File: src/fram_pkg.sv
// constants shared by the serial memory slave and its write buffer
// assumes nothing beyond a SystemVerilog compiler
package fram_pkg;
   localparam int BYTE_BITS = 8;
   localparam int WORD_W = 8;
   localparam int ADDR_W = 9;
   localparam int MEM_DEPTH = 512;
   localparam int FIFO_DEPTH = 16;
   localparam int TYPE_HI = 7;
   localparam int TYPE_LO = 4;
   localparam int SEL_HI = 3;
   localparam int SEL_LO = 2;
   localparam int PAGE_BIT = 1;
   localparam int RW_BIT = 0;
   localparam logic [3:0] BIT_LAST = 4'h7;
   localparam logic [3:0] BIT_FULL = 4'h8;
   localparam logic [3:0] BIT_ZERO = 4'h0;
   localparam logic [3:0] BIT_ONE = 4'h1;
   localparam logic [ADDR_W-1:0] ADDR_ONE = 9'h001;
   localparam logic [ADDR_W-1:0] ADDR_TOP = 9'h1ff;
   localparam logic [ADDR_W-1:0] ADDR_RST = 9'h000;
   localparam logic [WORD_W-1:0] BYTE_RST = 8'h00;

   typedef enum logic [2:0] {P_IDLE, P_RX, P_ACK, P_TX, P_RACK} phase_t;
   typedef enum logic [1:0] {K_SLAVE, K_WORD, K_DATA} kind_t;
endpackage

File: src/wr_fifo.sv
// synchronous fifo holding address and data of bytes waiting for the array
// assumes one clock, synchronous active low reset and a clock enable
module wr_fifo
   import fram_pkg::*;
#(
   parameter int WIDTH = ADDR_W + WORD_W,
   parameter int DEPTH = FIFO_DEPTH
) (
   input wire logic clk,
   input wire logic rstn,
   input wire logic ce,
   input wire logic in_valid,
   output logic in_ready,
   input wire logic [WIDTH-1:0] in_data,
   output logic out_valid,
   input wire logic out_ready,
   output logic [WIDTH-1:0] out_data
);
   localparam int PW = $clog2(DEPTH);

   typedef struct packed {
      logic [PW:0] wr_ptr;
      logic [PW:0] rd_ptr;
   } fifo_state_t;

   fifo_state_t state_ff;
   fifo_state_t nxt_state;
   logic [WIDTH-1:0] store_ff [DEPTH];
   logic push;
   logic pop;

   // full when pointers differ only in the wrap bit
   assign in_ready = !((state_ff.wr_ptr[PW] != state_ff.rd_ptr[PW]) &&
                       (state_ff.wr_ptr[PW-1:0] == state_ff.rd_ptr[PW-1:0]));
   assign out_valid = (state_ff.wr_ptr != state_ff.rd_ptr);
   assign out_data = store_ff[state_ff.rd_ptr[PW-1:0]];
   assign push = in_valid && in_ready;
   assign pop = out_valid && out_ready;

   always_comb begin
      nxt_state = state_ff;
      if (push) begin
         nxt_state.wr_ptr = state_ff.wr_ptr + 1'b1;
      end
      if (pop) begin
         nxt_state.rd_ptr = state_ff.rd_ptr + 1'b1;
      end
   end

   always_ff @(posedge clk) begin
      if (!rstn) begin
         state_ff <= '0;
      end else if (ce) begin
         state_ff <= nxt_state;
      end
   end

   always_ff @(posedge clk) begin
      if (ce && push) begin
         store_ff[state_ff.wr_ptr[PW-1:0]] <= in_data;
      end
   end

   fifo_count_a: assert property (@(posedge clk) disable iff (!rstn)
      (state_ff.wr_ptr - state_ff.rd_ptr) <= (PW+1)'(DEPTH))
      else $error("fifo holds more than its depth");
endmodule

File: src/fram_slave.sv
// two-wire slave front end and 512 byte array of a serial memory
// assumes the master drives the clock line and an external pull-up on data
module fram_slave
   import fram_pkg::*;
#(
   parameter logic [3:0] DEVICE_TYPE = 4'h5, // arbitrary value
   parameter int DEPTH = FIFO_DEPTH
) (
   input wire logic REF_CLK,
   input wire logic RSTN,
   input wire logic CE,
   input wire logic SCL_IN,
   input wire logic SDA_IN,
   output logic SDA_OUT,
   output logic SDA_OE,
   input wire logic WP,
   input wire logic [1:0] DEVICE_SELECT_PINS
);
   typedef struct packed {
      logic scl_s1;
      logic scl_s2;
      logic scl_d;
      logic sda_s1;
      logic sda_s2;
      logic sda_d;
      logic wp_s1;
      logic wp_s2;
      logic [1:0] sel_s1;
      logic [1:0] sel_s2;
      phase_t phase;
      kind_t kind;
      logic [3:0] bitcnt;
      logic [WORD_W-1:0] shreg;
      logic rw;
      logic page;
      logic [ADDR_W-1:0] addr;
      logic sda_oe;
      logic master_ack;
      logic rd_req;
   } slave_state_t;

   slave_state_t state_ff;
   slave_state_t nxt_state;
   logic [WORD_W-1:0] mem_ff [MEM_DEPTH];
   logic [WORD_W-1:0] rd_data_ff;

   logic scl_rise;
   logic scl_fall;
   logic bus_start;
   logic bus_stop;
   logic addr_match;
   logic push;
   logic push_ready;
   logic [ADDR_W+WORD_W-1:0] push_data;
   logic pop_valid;
   logic pop_ready;
   logic [ADDR_W+WORD_W-1:0] pop_data;
   logic mem_we;

   // edge events from the second synchroniser stage only
   assign scl_rise = CE && state_ff.scl_s2 && !state_ff.scl_d;
   assign scl_fall = CE && !state_ff.scl_s2 && state_ff.scl_d;
   assign bus_start = CE && state_ff.scl_s2 && state_ff.scl_d &&
                      !state_ff.sda_s2 && state_ff.sda_d;
   assign bus_stop = CE && state_ff.scl_s2 && state_ff.scl_d &&
                     state_ff.sda_s2 && !state_ff.sda_d;

   // type and select fields of the slave byte
   assign addr_match = (state_ff.shreg[TYPE_HI:TYPE_LO] == DEVICE_TYPE) &&
                       (state_ff.shreg[SEL_HI:SEL_LO] == state_ff.sel_s2);

   assign push_data = {state_ff.addr, state_ff.shreg};

   // open drain: output level fixed low, only the enable moves
   assign SDA_OUT = 1'b0;
   assign SDA_OE = state_ff.sda_oe;

   always_comb begin
      nxt_state = state_ff;
      push = 1'b0;
      nxt_state.rd_req = 1'b0;
      nxt_state.scl_s1 = SCL_IN;
      nxt_state.scl_s2 = state_ff.scl_s1;
      nxt_state.scl_d = state_ff.scl_s2;
      nxt_state.sda_s1 = SDA_IN;
      nxt_state.sda_s2 = state_ff.sda_s1;
      nxt_state.sda_d = state_ff.sda_s2;
      nxt_state.wp_s1 = WP;
      nxt_state.wp_s2 = state_ff.wp_s1;
      nxt_state.sel_s1 = DEVICE_SELECT_PINS;
      nxt_state.sel_s2 = state_ff.sel_s1;
      if (bus_start) begin
         nxt_state.phase = P_RX;
         nxt_state.kind = K_SLAVE;
         nxt_state.bitcnt = BIT_ZERO;
         nxt_state.sda_oe = 1'b0;
      end else if (bus_stop) begin
         nxt_state.phase = P_IDLE;
         nxt_state.sda_oe = 1'b0;
      end else begin
         case (state_ff.phase)
            P_IDLE: begin
               nxt_state.sda_oe = 1'b0;
            end
            P_RX: begin
               if (scl_rise && state_ff.bitcnt != BIT_FULL) begin
                  // msb first, sampled on the rising edge
                  nxt_state.shreg = {state_ff.shreg[WORD_W-2:0], state_ff.sda_s2};
                  nxt_state.bitcnt = state_ff.bitcnt + BIT_ONE;
               end else if (scl_fall && state_ff.bitcnt == BIT_FULL) begin
                  nxt_state.bitcnt = BIT_ZERO;
                  case (state_ff.kind)
                     K_SLAVE: begin
                        if (addr_match) begin
                           nxt_state.page = state_ff.shreg[PAGE_BIT];
                           nxt_state.rw = state_ff.shreg[RW_BIT];
                           nxt_state.addr[ADDR_W-1] = state_ff.shreg[PAGE_BIT];
                           nxt_state.rd_req = state_ff.shreg[RW_BIT];
                           nxt_state.sda_oe = 1'b1;
                           nxt_state.phase = P_ACK;
                        end else begin
                           nxt_state.phase = P_IDLE;
                        end
                     end
                     K_WORD: begin
                        // page bit on top of the 8-bit word address
                        nxt_state.addr = {state_ff.page, state_ff.shreg};
                        nxt_state.sda_oe = 1'b1;
                        nxt_state.phase = P_ACK;
                     end
                     K_DATA: begin
                        if (!state_ff.wp_s2 && push_ready) begin
                           push = 1'b1;
                           nxt_state.addr = state_ff.addr + ADDR_ONE;
                           nxt_state.sda_oe = 1'b1;
                           nxt_state.phase = P_ACK;
                        end else begin
                           // no acknowledge, latch untouched
                           nxt_state.phase = P_IDLE;
                        end
                     end
                     default: begin
                        nxt_state.phase = P_IDLE;
                     end
                  endcase
               end
            end
            P_ACK: begin
               if (scl_fall) begin
                  nxt_state.bitcnt = BIT_ZERO;
                  if (state_ff.rw) begin
                     // first read bit goes out after the falling edge
                     nxt_state.phase = P_TX;
                     nxt_state.shreg = rd_data_ff;
                     nxt_state.sda_oe = !rd_data_ff[WORD_W-1];
                  end else begin
                     nxt_state.phase = P_RX;
                     nxt_state.sda_oe = 1'b0;
                     nxt_state.kind = (state_ff.kind == K_SLAVE) ? K_WORD : K_DATA;
                  end
               end
            end
            P_TX: begin
               if (scl_fall) begin
                  nxt_state.bitcnt = state_ff.bitcnt + BIT_ONE;
                  if (state_ff.bitcnt == BIT_LAST) begin
                     nxt_state.sda_oe = 1'b0;
                     nxt_state.phase = P_RACK;
                     nxt_state.addr = state_ff.addr + ADDR_ONE;
                     nxt_state.rd_req = 1'b1;
                  end else begin
                     nxt_state.shreg = {state_ff.shreg[WORD_W-2:0], 1'b0};
                     nxt_state.sda_oe = !state_ff.shreg[WORD_W-2];
                  end
               end
            end
            P_RACK: begin
               if (scl_rise) begin
                  nxt_state.master_ack = !state_ff.sda_s2;
               end else if (scl_fall) begin
                  nxt_state.bitcnt = BIT_ZERO;
                  if (state_ff.master_ack) begin
                     nxt_state.phase = P_TX;
                     nxt_state.shreg = rd_data_ff;
                     nxt_state.sda_oe = !rd_data_ff[WORD_W-1];
                  end else begin
                     nxt_state.phase = P_IDLE;
                  end
               end
            end
            default: begin
               nxt_state.phase = P_IDLE;
               nxt_state.sda_oe = 1'b0;
            end
         endcase
      end
   end

   always_ff @(posedge REF_CLK) begin
      if (!RSTN) begin
         state_ff <= '0;
         state_ff.phase <= P_IDLE;
         state_ff.kind <= K_SLAVE;
         state_ff.scl_s1 <= 1'b1;
         state_ff.scl_s2 <= 1'b1;
         state_ff.scl_d <= 1'b1;
         state_ff.sda_s1 <= 1'b1;
         state_ff.sda_s2 <= 1'b1;
         state_ff.sda_d <= 1'b1;
         state_ff.addr <= ADDR_RST;
         state_ff.shreg <= BYTE_RST;
      end else if (CE) begin
         state_ff <= nxt_state;
      end
   end

   // buffered writes drain into the array unless a read owns the port
   wr_fifo #(
      .WIDTH(ADDR_W + WORD_W),
      .DEPTH(DEPTH)
   ) u_wr_fifo (
      .clk(REF_CLK),
      .rstn(RSTN),
      .ce(CE),
      .in_valid(push),
      .in_ready(push_ready),
      .in_data(push_data),
      .out_valid(pop_valid),
      .out_ready(pop_ready),
      .out_data(pop_data)
   );

   assign pop_ready = CE && !state_ff.rd_req;
   assign mem_we = pop_valid && pop_ready;

   // single port array, reads take priority for one cycle
   always_ff @(posedge REF_CLK) begin
      if (CE) begin
         if (state_ff.rd_req) begin
            rd_data_ff <= mem_ff[state_ff.addr];
         end else if (mem_we) begin
            mem_ff[pop_data[ADDR_W+WORD_W-1:WORD_W]] <= pop_data[WORD_W-1:0];
         end
      end
   end

   sda_low_only_a: assert property (@(posedge REF_CLK) disable iff (!RSTN)
      SDA_OUT == 1'b0)
      else $error("data line driven high");

   protect_blocks_push_a: assert property (@(posedge REF_CLK) disable iff (!RSTN)
      push |-> !state_ff.wp_s2)
      else $error("byte accepted while protected");

   protect_no_ack_a: assert property (@(posedge REF_CLK) disable iff (!RSTN)
      (state_ff.phase == P_RX && state_ff.kind == K_DATA && scl_fall &&
       state_ff.bitcnt == BIT_FULL && state_ff.wp_s2 && !bus_start && !bus_stop)
      |=> (!state_ff.sda_oe && state_ff.addr == $past(state_ff.addr)))
      else $error("protected byte acknowledged or latch moved");

   select_mismatch_a: assert property (@(posedge REF_CLK) disable iff (!RSTN)
      (state_ff.phase == P_RX && state_ff.kind == K_SLAVE && scl_fall &&
       state_ff.bitcnt == BIT_FULL && !addr_match && !bus_start && !bus_stop)
      |=> state_ff.phase == P_IDLE && !state_ff.sda_oe)
      else $error("slave answered a foreign address");

   addr_wrap_a: assert property (@(posedge REF_CLK) disable iff (!RSTN)
      (push && state_ff.addr == ADDR_TOP && CE) |=> state_ff.addr == ADDR_RST)
      else $error("address latch failed to wrap");

   commit_soon_a: assert property (@(posedge REF_CLK) disable iff (!RSTN)
      (push && !pop_valid) ##1 (CE && !state_ff.rd_req) |-> mem_we)
      else $error("received byte not committed");

   tx_after_fall_a: assert property (@(posedge REF_CLK) disable iff (!RSTN)
      (state_ff.phase == P_TX && $past(state_ff.phase) == P_TX &&
       state_ff.sda_oe != $past(state_ff.sda_oe)) |-> $past(scl_fall))
      else $error("read bit changed away from falling edge");

   start_to_rx_a: assert property (@(posedge REF_CLK) disable iff (!RSTN)
      bus_start |=> (state_ff.phase == P_RX && state_ff.kind == K_SLAVE &&
                     state_ff.bitcnt == BIT_ZERO))
      else $error("start condition not taken");

   reset_idle_a: assert property (@(posedge REF_CLK)
      !RSTN |=> (state_ff.phase == P_IDLE && !SDA_OE))
      else $error("reset left interface busy");

   oe_when_owned_a: assert property (@(posedge REF_CLK) disable iff (!RSTN)
      state_ff.sda_oe |-> (state_ff.phase == P_ACK || state_ff.phase == P_TX))
      else $error("data line pulled outside acknowledge or read");

   word_addr_load_a: assert property (@(posedge REF_CLK) disable iff (!RSTN)
      (state_ff.phase == P_RX && state_ff.kind == K_WORD && scl_fall &&
       state_ff.bitcnt == BIT_FULL)
      |=> state_ff.addr == {$past(state_ff.page), $past(state_ff.shreg)})
      else $error("word address not loaded under page bit");

   read_page_a: assert property (@(posedge REF_CLK) disable iff (!RSTN)
      (state_ff.phase == P_RX && state_ff.kind == K_SLAVE && scl_fall &&
       state_ff.bitcnt == BIT_FULL && addr_match && state_ff.shreg[RW_BIT])
      |=> (state_ff.rd_req &&
           state_ff.addr[ADDR_W-1] == $past(state_ff.shreg[PAGE_BIT])))
      else $error("read not started in page of slave byte");

   read_advance_a: assert property (@(posedge REF_CLK) disable iff (!RSTN)
      (state_ff.phase == P_TX && scl_fall && state_ff.bitcnt == BIT_LAST)
      |=> (state_ff.addr == $past(state_ff.addr) + ADDR_ONE && state_ff.rd_req))
      else $error("latch not advanced after read byte");

   stop_to_idle_a: assert property (@(posedge REF_CLK) disable iff (!RSTN)
      bus_stop |=> (state_ff.phase == P_IDLE && !state_ff.sda_oe))
      else $error("stop condition not taken");

   bit_count_a: assert property (@(posedge REF_CLK) disable iff (!RSTN)
      state_ff.bitcnt <= BIT_FULL)
      else $error("bit counter ran past one byte");

   read_port_a: assert property (@(posedge REF_CLK) disable iff (!RSTN)
      (state_ff.rd_req && CE) |-> !mem_we)
      else $error("array written during read fetch");

   ack_release_a: assert property (@(posedge REF_CLK) disable iff (!RSTN)
      (state_ff.phase == P_ACK && scl_fall && !state_ff.rw) |=> !state_ff.sda_oe)
      else $error("acknowledge held past falling edge");
endmodule

File: config.mk
export PLATFORM = sky130hd
export DESIGN_NAME = fram_slave
export DESIGN_NICKNAME = d
export VERILOG_FILES = /design/src/fram_pkg.sv /design/src/wr_fifo.sv /design/src/fram_slave.sv
export SDC_FILE = /design/constraint.sdc
export NUM_CORES = 2
export LEC_CHECK = 0
export BUFFER_PORTS_ARGS = -buffer_cell sky130_fd_sc_hd__buf_4
export CORE_MARGIN = 5
export CORE_UTILIZATION = 55
export CTS_BUF_LIST = sky130_fd_sc_hd__clkbuf_8
export DETAILED_ROUTE_END_ITERATION = 8
export PLACE_DENSITY = 0.78
export SLEW_MARGIN = 40
export SYNTH_ARGS = -nofsm -noshare
export SYNTH_HDL_FRONTEND = slang
export SYNTH_MEMORY_MAX_BITS = 65536
export SYNTH_SLANG_ARGS = --single-unit
File: constraint.sdc
create_clock -name REF_CLK -period 11.3 [get_ports REF_CLK]
set_clock_uncertainty 0.2 [all_clocks]
set_input_delay 0.565 -clock REF_CLK [delete_from_list [all_inputs] [get_ports REF_CLK]]
set_output_delay 0.565 -clock REF_CLK [all_outputs]
set_load 0.01 [all_outputs]
# ---- Yosys cells after proc, flatten, opt, wreduce, memory -nomap -nowiden
# Memory sizes are Yosys's and may differ from the RTL's. A register that Yosys moved wholly into a read port is not among the register bits.
# Index checks and enable logic that the tools add are counted.
dict set report totals {
  wordCells 201
  ram_bits 4368
  reg_bits 53
  input_bits 8
  mem_count 2
  out_inout_bits 2
}
dict set report op_classes {
  n_eq_ne 48
  n_mux 75
  bitwise 3
  reduce_logical 46
  n_addsub 4
}
# memory words word_bits read_ports rd_ports_with_merged_regs wr line_no
set memory_table {}
lappend memory_table {mem_ff 512 8 1 1 1 fram_slave.sv:44} ;# logic [WORD_W-1:0] mem_ff [MEM_DEPTH];
lappend memory_table {u_wr_fifo.store_ff 16 17 1 1 1 wr_fifo.sv:28} ;# logic [WIDTH-1:0] store_ff [DEPTH];
# op n
set ops {}
lappend ops {{$mux 12} 5}
lappend ops {{$pmux 12 s4} 1}
lappend ops {{$ne 4x4->1 const B} 10}
lappend ops {{$mux 8} 4}
lappend ops {{$mux 1} 30}
lappend ops {{$mux 25} 1}
lappend ops {{$mux 3} 8}
lappend ops {{$ne 2x2->1 const B} 12}
lappend ops {{$reduce_and 11->1} 2}
lappend ops {{$ne 3x3->1 const B} 7}
lappend ops {{$mux 10} 2}
lappend ops {{$logic_and 1x1->1} 18}
lappend ops {{$mux 2} 9}
lappend ops {{$mux 9} 2}
lappend ops {{$pmux 9 s2} 1}
lappend ops {{$mux 17} 1}
lappend ops {{$mux 4} 4}
lappend ops {{$pmux 8 s2} 1}
lappend ops {{$reduce_and 8->1} 2}
lappend ops {{$pmux 3 s5} 1}
lappend ops {{$reduce_and 12->1} 1}
lappend ops {{$add 5x1->5 const B} 2}
lappend ops {{$ne 5x5->1 const B} 2}
lappend ops {{$reduce_and 10->1} 1}
lappend ops {{31 further kinds} 49}

# ---- Logic depth before layout (Yosys ltp)
dict set report logic_depth {
  ltp_word 15
  ltp_mapped 13
  depth_no_buf 9
}

# ---- By module
# A second synthesis with hierarchy kept.
dict set report hier_totals {
  cells_unflattened 8274
  area_unflattened_um2 172295.2
}
# mod cells_per_inst instances seq_area_each_um2 area_each_um2
set by_module_without_submodules {}
lappend by_module_without_submodules {fram_slave 7788 1 124099.0 161177.1}
lappend by_module_without_submodules {wr_fifo 486 1 8448.1 11118.2}

# ---- Worst setup path before layout
# No wires, ideal clock.
dict set report synth_timing {
  path_kind {register to register}
  start {reg (tool-made name)}
  end {mem mem_ff[0][0] (data pin)}
  setup_time_ns 0.903
  t_required_ns 10.197
  stages_incl_launch_ff 7
  synth_period_minus_slack_ns 6.368
  arrival_time_ns 5.265
  slack_ns 4.932
  path_buffers 4
  cell_sequence {dfxtp_1 -> buf_2 -> buf_6 -> buf_4 -> buf_1 -> mux4_2 -> mux4_2}
}
# item line_no
set synth_lines {}
lappend synth_lines {{to (decl)} fram_slave.sv:44}

==> out/metrics.cfg <==
[grt]
grt_pass1_wl_um=635000
gr-total-overflow=0
antenna_found_initial=26
grt_pass1_vias=88700
grtUsageTotal_pct=27.0
grt_max_degree=189

[critical_path]
worst_setup_path_start_kind=register
worstSetupPathType=register to register
worstPathArrival_ns=6.54
required_ns=12.05
worstReg2RegStart=push_data[8]
crit_path_start=push_data[8]
reg2reg_depth=9
r2r_setup_slack_ns=5.51
crit_fanout=88
end_kind=register
r2r_end=rd_data_ff[0]

[place]
dp_slack_ns=5.42
gp_congestion=0.924
dpl_cell_area_mm2=0.177
port_buffers=8
placed_cells=12000
dp_hpwl_um=259000

[layout]
drive_gt1_share_pct=25.3
stdcell_area_mm2=0.191
num-nets-final=8606
fillers=20100
areaGrowthSynthToFinish_pct=10.8
stdcell_count=13300
postLayoutCoreUtil_pct=61.1

[synthesis]
ys_types=74
synth_edf_count=4376
ys.flop_type=edfxtp_1
syn-num-nets=8230
ys_seq_area_share_pct=77.0
synthArstFlopShare_pct=0
yosysWarnings=0
ys_ff_latch=4433
synth.avg_cell_area_um2=21.0
synth_area_mm2=0.172
postSynthCellCount=8210

[worst_hold_path]
min_to=state_ff[40]
hold_class=input port to register
holdPathStages=3
min_from=RSTN

[sta]
finalCritPeriodShare_pct=51.3
whs_ns=0.115
finalHoldViolations=0
finalSetupTns_ns=0
finalSetupViolCount=0
timing.fmax_mhz=173
grt_setup_unrepaired=no
fin_crit_ns=5.79
tightest_slew_ns=1.00
relSlewSlack_pct=33.3
slew_viol_final=0
fin_ws_ns=5.51

[detailed_routing]
remaining_drc_errors=0
antenna_left=0
vias_per_cell=6.72
drt-total-wl_um=442000
vias=89100
wl_per_cell_um=33.3
drtIter0Drc=14600
first_pass_iters=7

[die]
placementRows=205
die_y_um=569
initial_core_util_pct=55.2
dieArea_mm2=0.324
core_region_area_mm2=0.312
fp.dieW_um=569
ios=10

[cts]
cts_buffer_depth=4
cts_resized=0
insertion_delay_ns=1.24
cts_made_buffers=665
hold_buffers=23
post-cts-setup-buffers=0
path_clk_slew_ns=0.06
htree_num_levels=6
cts.sinks=4433
cts_root_buf=clkbuf_8
cts_tree=built

[outcome]
status=finished, final reports clean

[pwr]
power.leakage_nw=58.2
peakVddDrop_uv=122
power.total_mw=30.3
p_per_area_mw_per_mm2=159

[run]
maxCapViolations=0

final cells by class:
cell class                      instances  area [um^2]  share of cell area [%]
Inverter                               18         70.1                  0.0368
Antenna cell                           17         42.5                  0.0223
Sequential cell                      4433       133000                    69.6
Clock inverter                        523         3360                    1.76
Tap cell                             4140         5180                    2.72
Multi-Input combinational cell       3237        37500                    19.7
Timing Repair Buffer                  231         2660                    1.40
Clock buffer                          669         9210                    4.83
synth_stat cells (11+ instances only):
cell type  number  area share (%)
a221oi_1      101            0.51
buf_6          19            0.12
a31oi_1        15           0.055
o221ai_1       65            0.33
xor2_1         12           0.061
a21oi_1       166            0.48
a22o_1         11           0.056
a211o_1        16           0.081
o31ai_1        47            0.21
buf_4          61            0.27
and2_1         18           0.065
inv_1          15           0.033
nand3b_1       17           0.074
nor4_1         25           0.091
nand3_1        13           0.038
clkbuf_1      205            0.45
buf_2         208            0.61
nor2_1        594             1.3
or3_1          11           0.040
mux4_2        965              13
a21boi_0       19           0.083
mux2i_1       313             1.8
edfxtp_1     4376              76
nand2_1       111            0.24
a22oi_1       241             1.1
buf_1          28           0.061
nor3_1         31           0.090
mux2_2        131            0.86
ha_1           12           0.087
o21ai_0       111            0.32
nor2b_1        36            0.13
dfxtp_1        57            0.66
nand2b_1       21           0.076
o211ai_1       27            0.12
flip-flops by register name, indices dropped and copies added (netlist names), named ones only:
name and cells:
mem_ff 4096, rd_data_ff 8, u_wr_fifo.state_ff 10, SDA_OE 1, push_data 17, nxt_state 7, u_wr_fifo.store_ff 272, state_ff 18
kinds of logic after synthesis:
kind of cell	synth area share, %
flops	77.0
mux	15.3
simple gates	2.34
compound gates	3.58
buf+inv	1.55
xor+xnor	0.0967
fa+ha+maj	0.0873
other cells	0.00218
where the power goes:
part	leakage, nW	total [mW]	switching (mW)	internal [mW]
registers	40.8	17.8	0.00244	17.8
clock network	7.15	12.5	6.36	6.16
logic	10.2	0.0263	0.0120	0.0143
worst max-delay path, stage by stage, from the launching register on:
cell and delay [ns]:
dfxtp_4 0.61, buf_12 0.49, buf_4 0.68, buf_4 0.72, mux4_2 0.59, mux4_2 0.53
a22oi_1 0.69, nand3_1 0.34, a32oi_1 0.27, o311ai_1 0.12
worst max path at each step:
stage | slack (ns) | endpoint | cells after the start
global route | 5.11 | rd_data_ff[0] | 9
global placement | 5.07 | rd_data_ff[2] | 9
floorplan | 4.93 | mem_ff[0][0] | 6
CTS | 5.41 | rd_data_ff[2] | 9
detailed placement | 5.42 | rd_data_ff[2] | 9
finish | 5.51 | rd_data_ff[0] | 9
cell usage in the layout, fill, tap and decap left out, drive strengths merged, types with 17 or more instances in the layout:
cell / Yosys / routed
mux2: 131 / 131
mux4: 965 / 965
bufinv: 0 / 22
nor2: 595 / 595
a21boi: 19 / 19
a22oi: 241 / 241
clkinv: 1 / 250
and2: 19 / 19
mux2i: 313 / 313
dlygate4sd3: 0 / 23
buf: 316 / 200
nor4: 25 / 25
o21ai: 112 / 112
nor3: 33 / 33
nand2b: 21 / 21
diode: 0 / 17
nand3b: 17 / 17
edfxtp: 4376 / 4376
o211ai: 27 / 27
o31ai: 47 / 47
clkbuf: 206 / 677
dfxtp: 57 / 57
a21oi: 166 / 166
a221oi: 101 / 101
inv: 17 / 260
nor2b: 36 / 36
nand2: 111 / 111
o221ai: 65 / 65
layer usage:
metal  routed length [um]  vias to the layer above  GRT usage, %
met5                  188                        -             0
met4                24300                       30          12.6
met3                64700                     1214          8.63
met2               200000                     7442          39.8
met1               154000                    45300          37.3
li1                     -                    35200             -
Note: power is estimated with default switching activity, not from simulation.
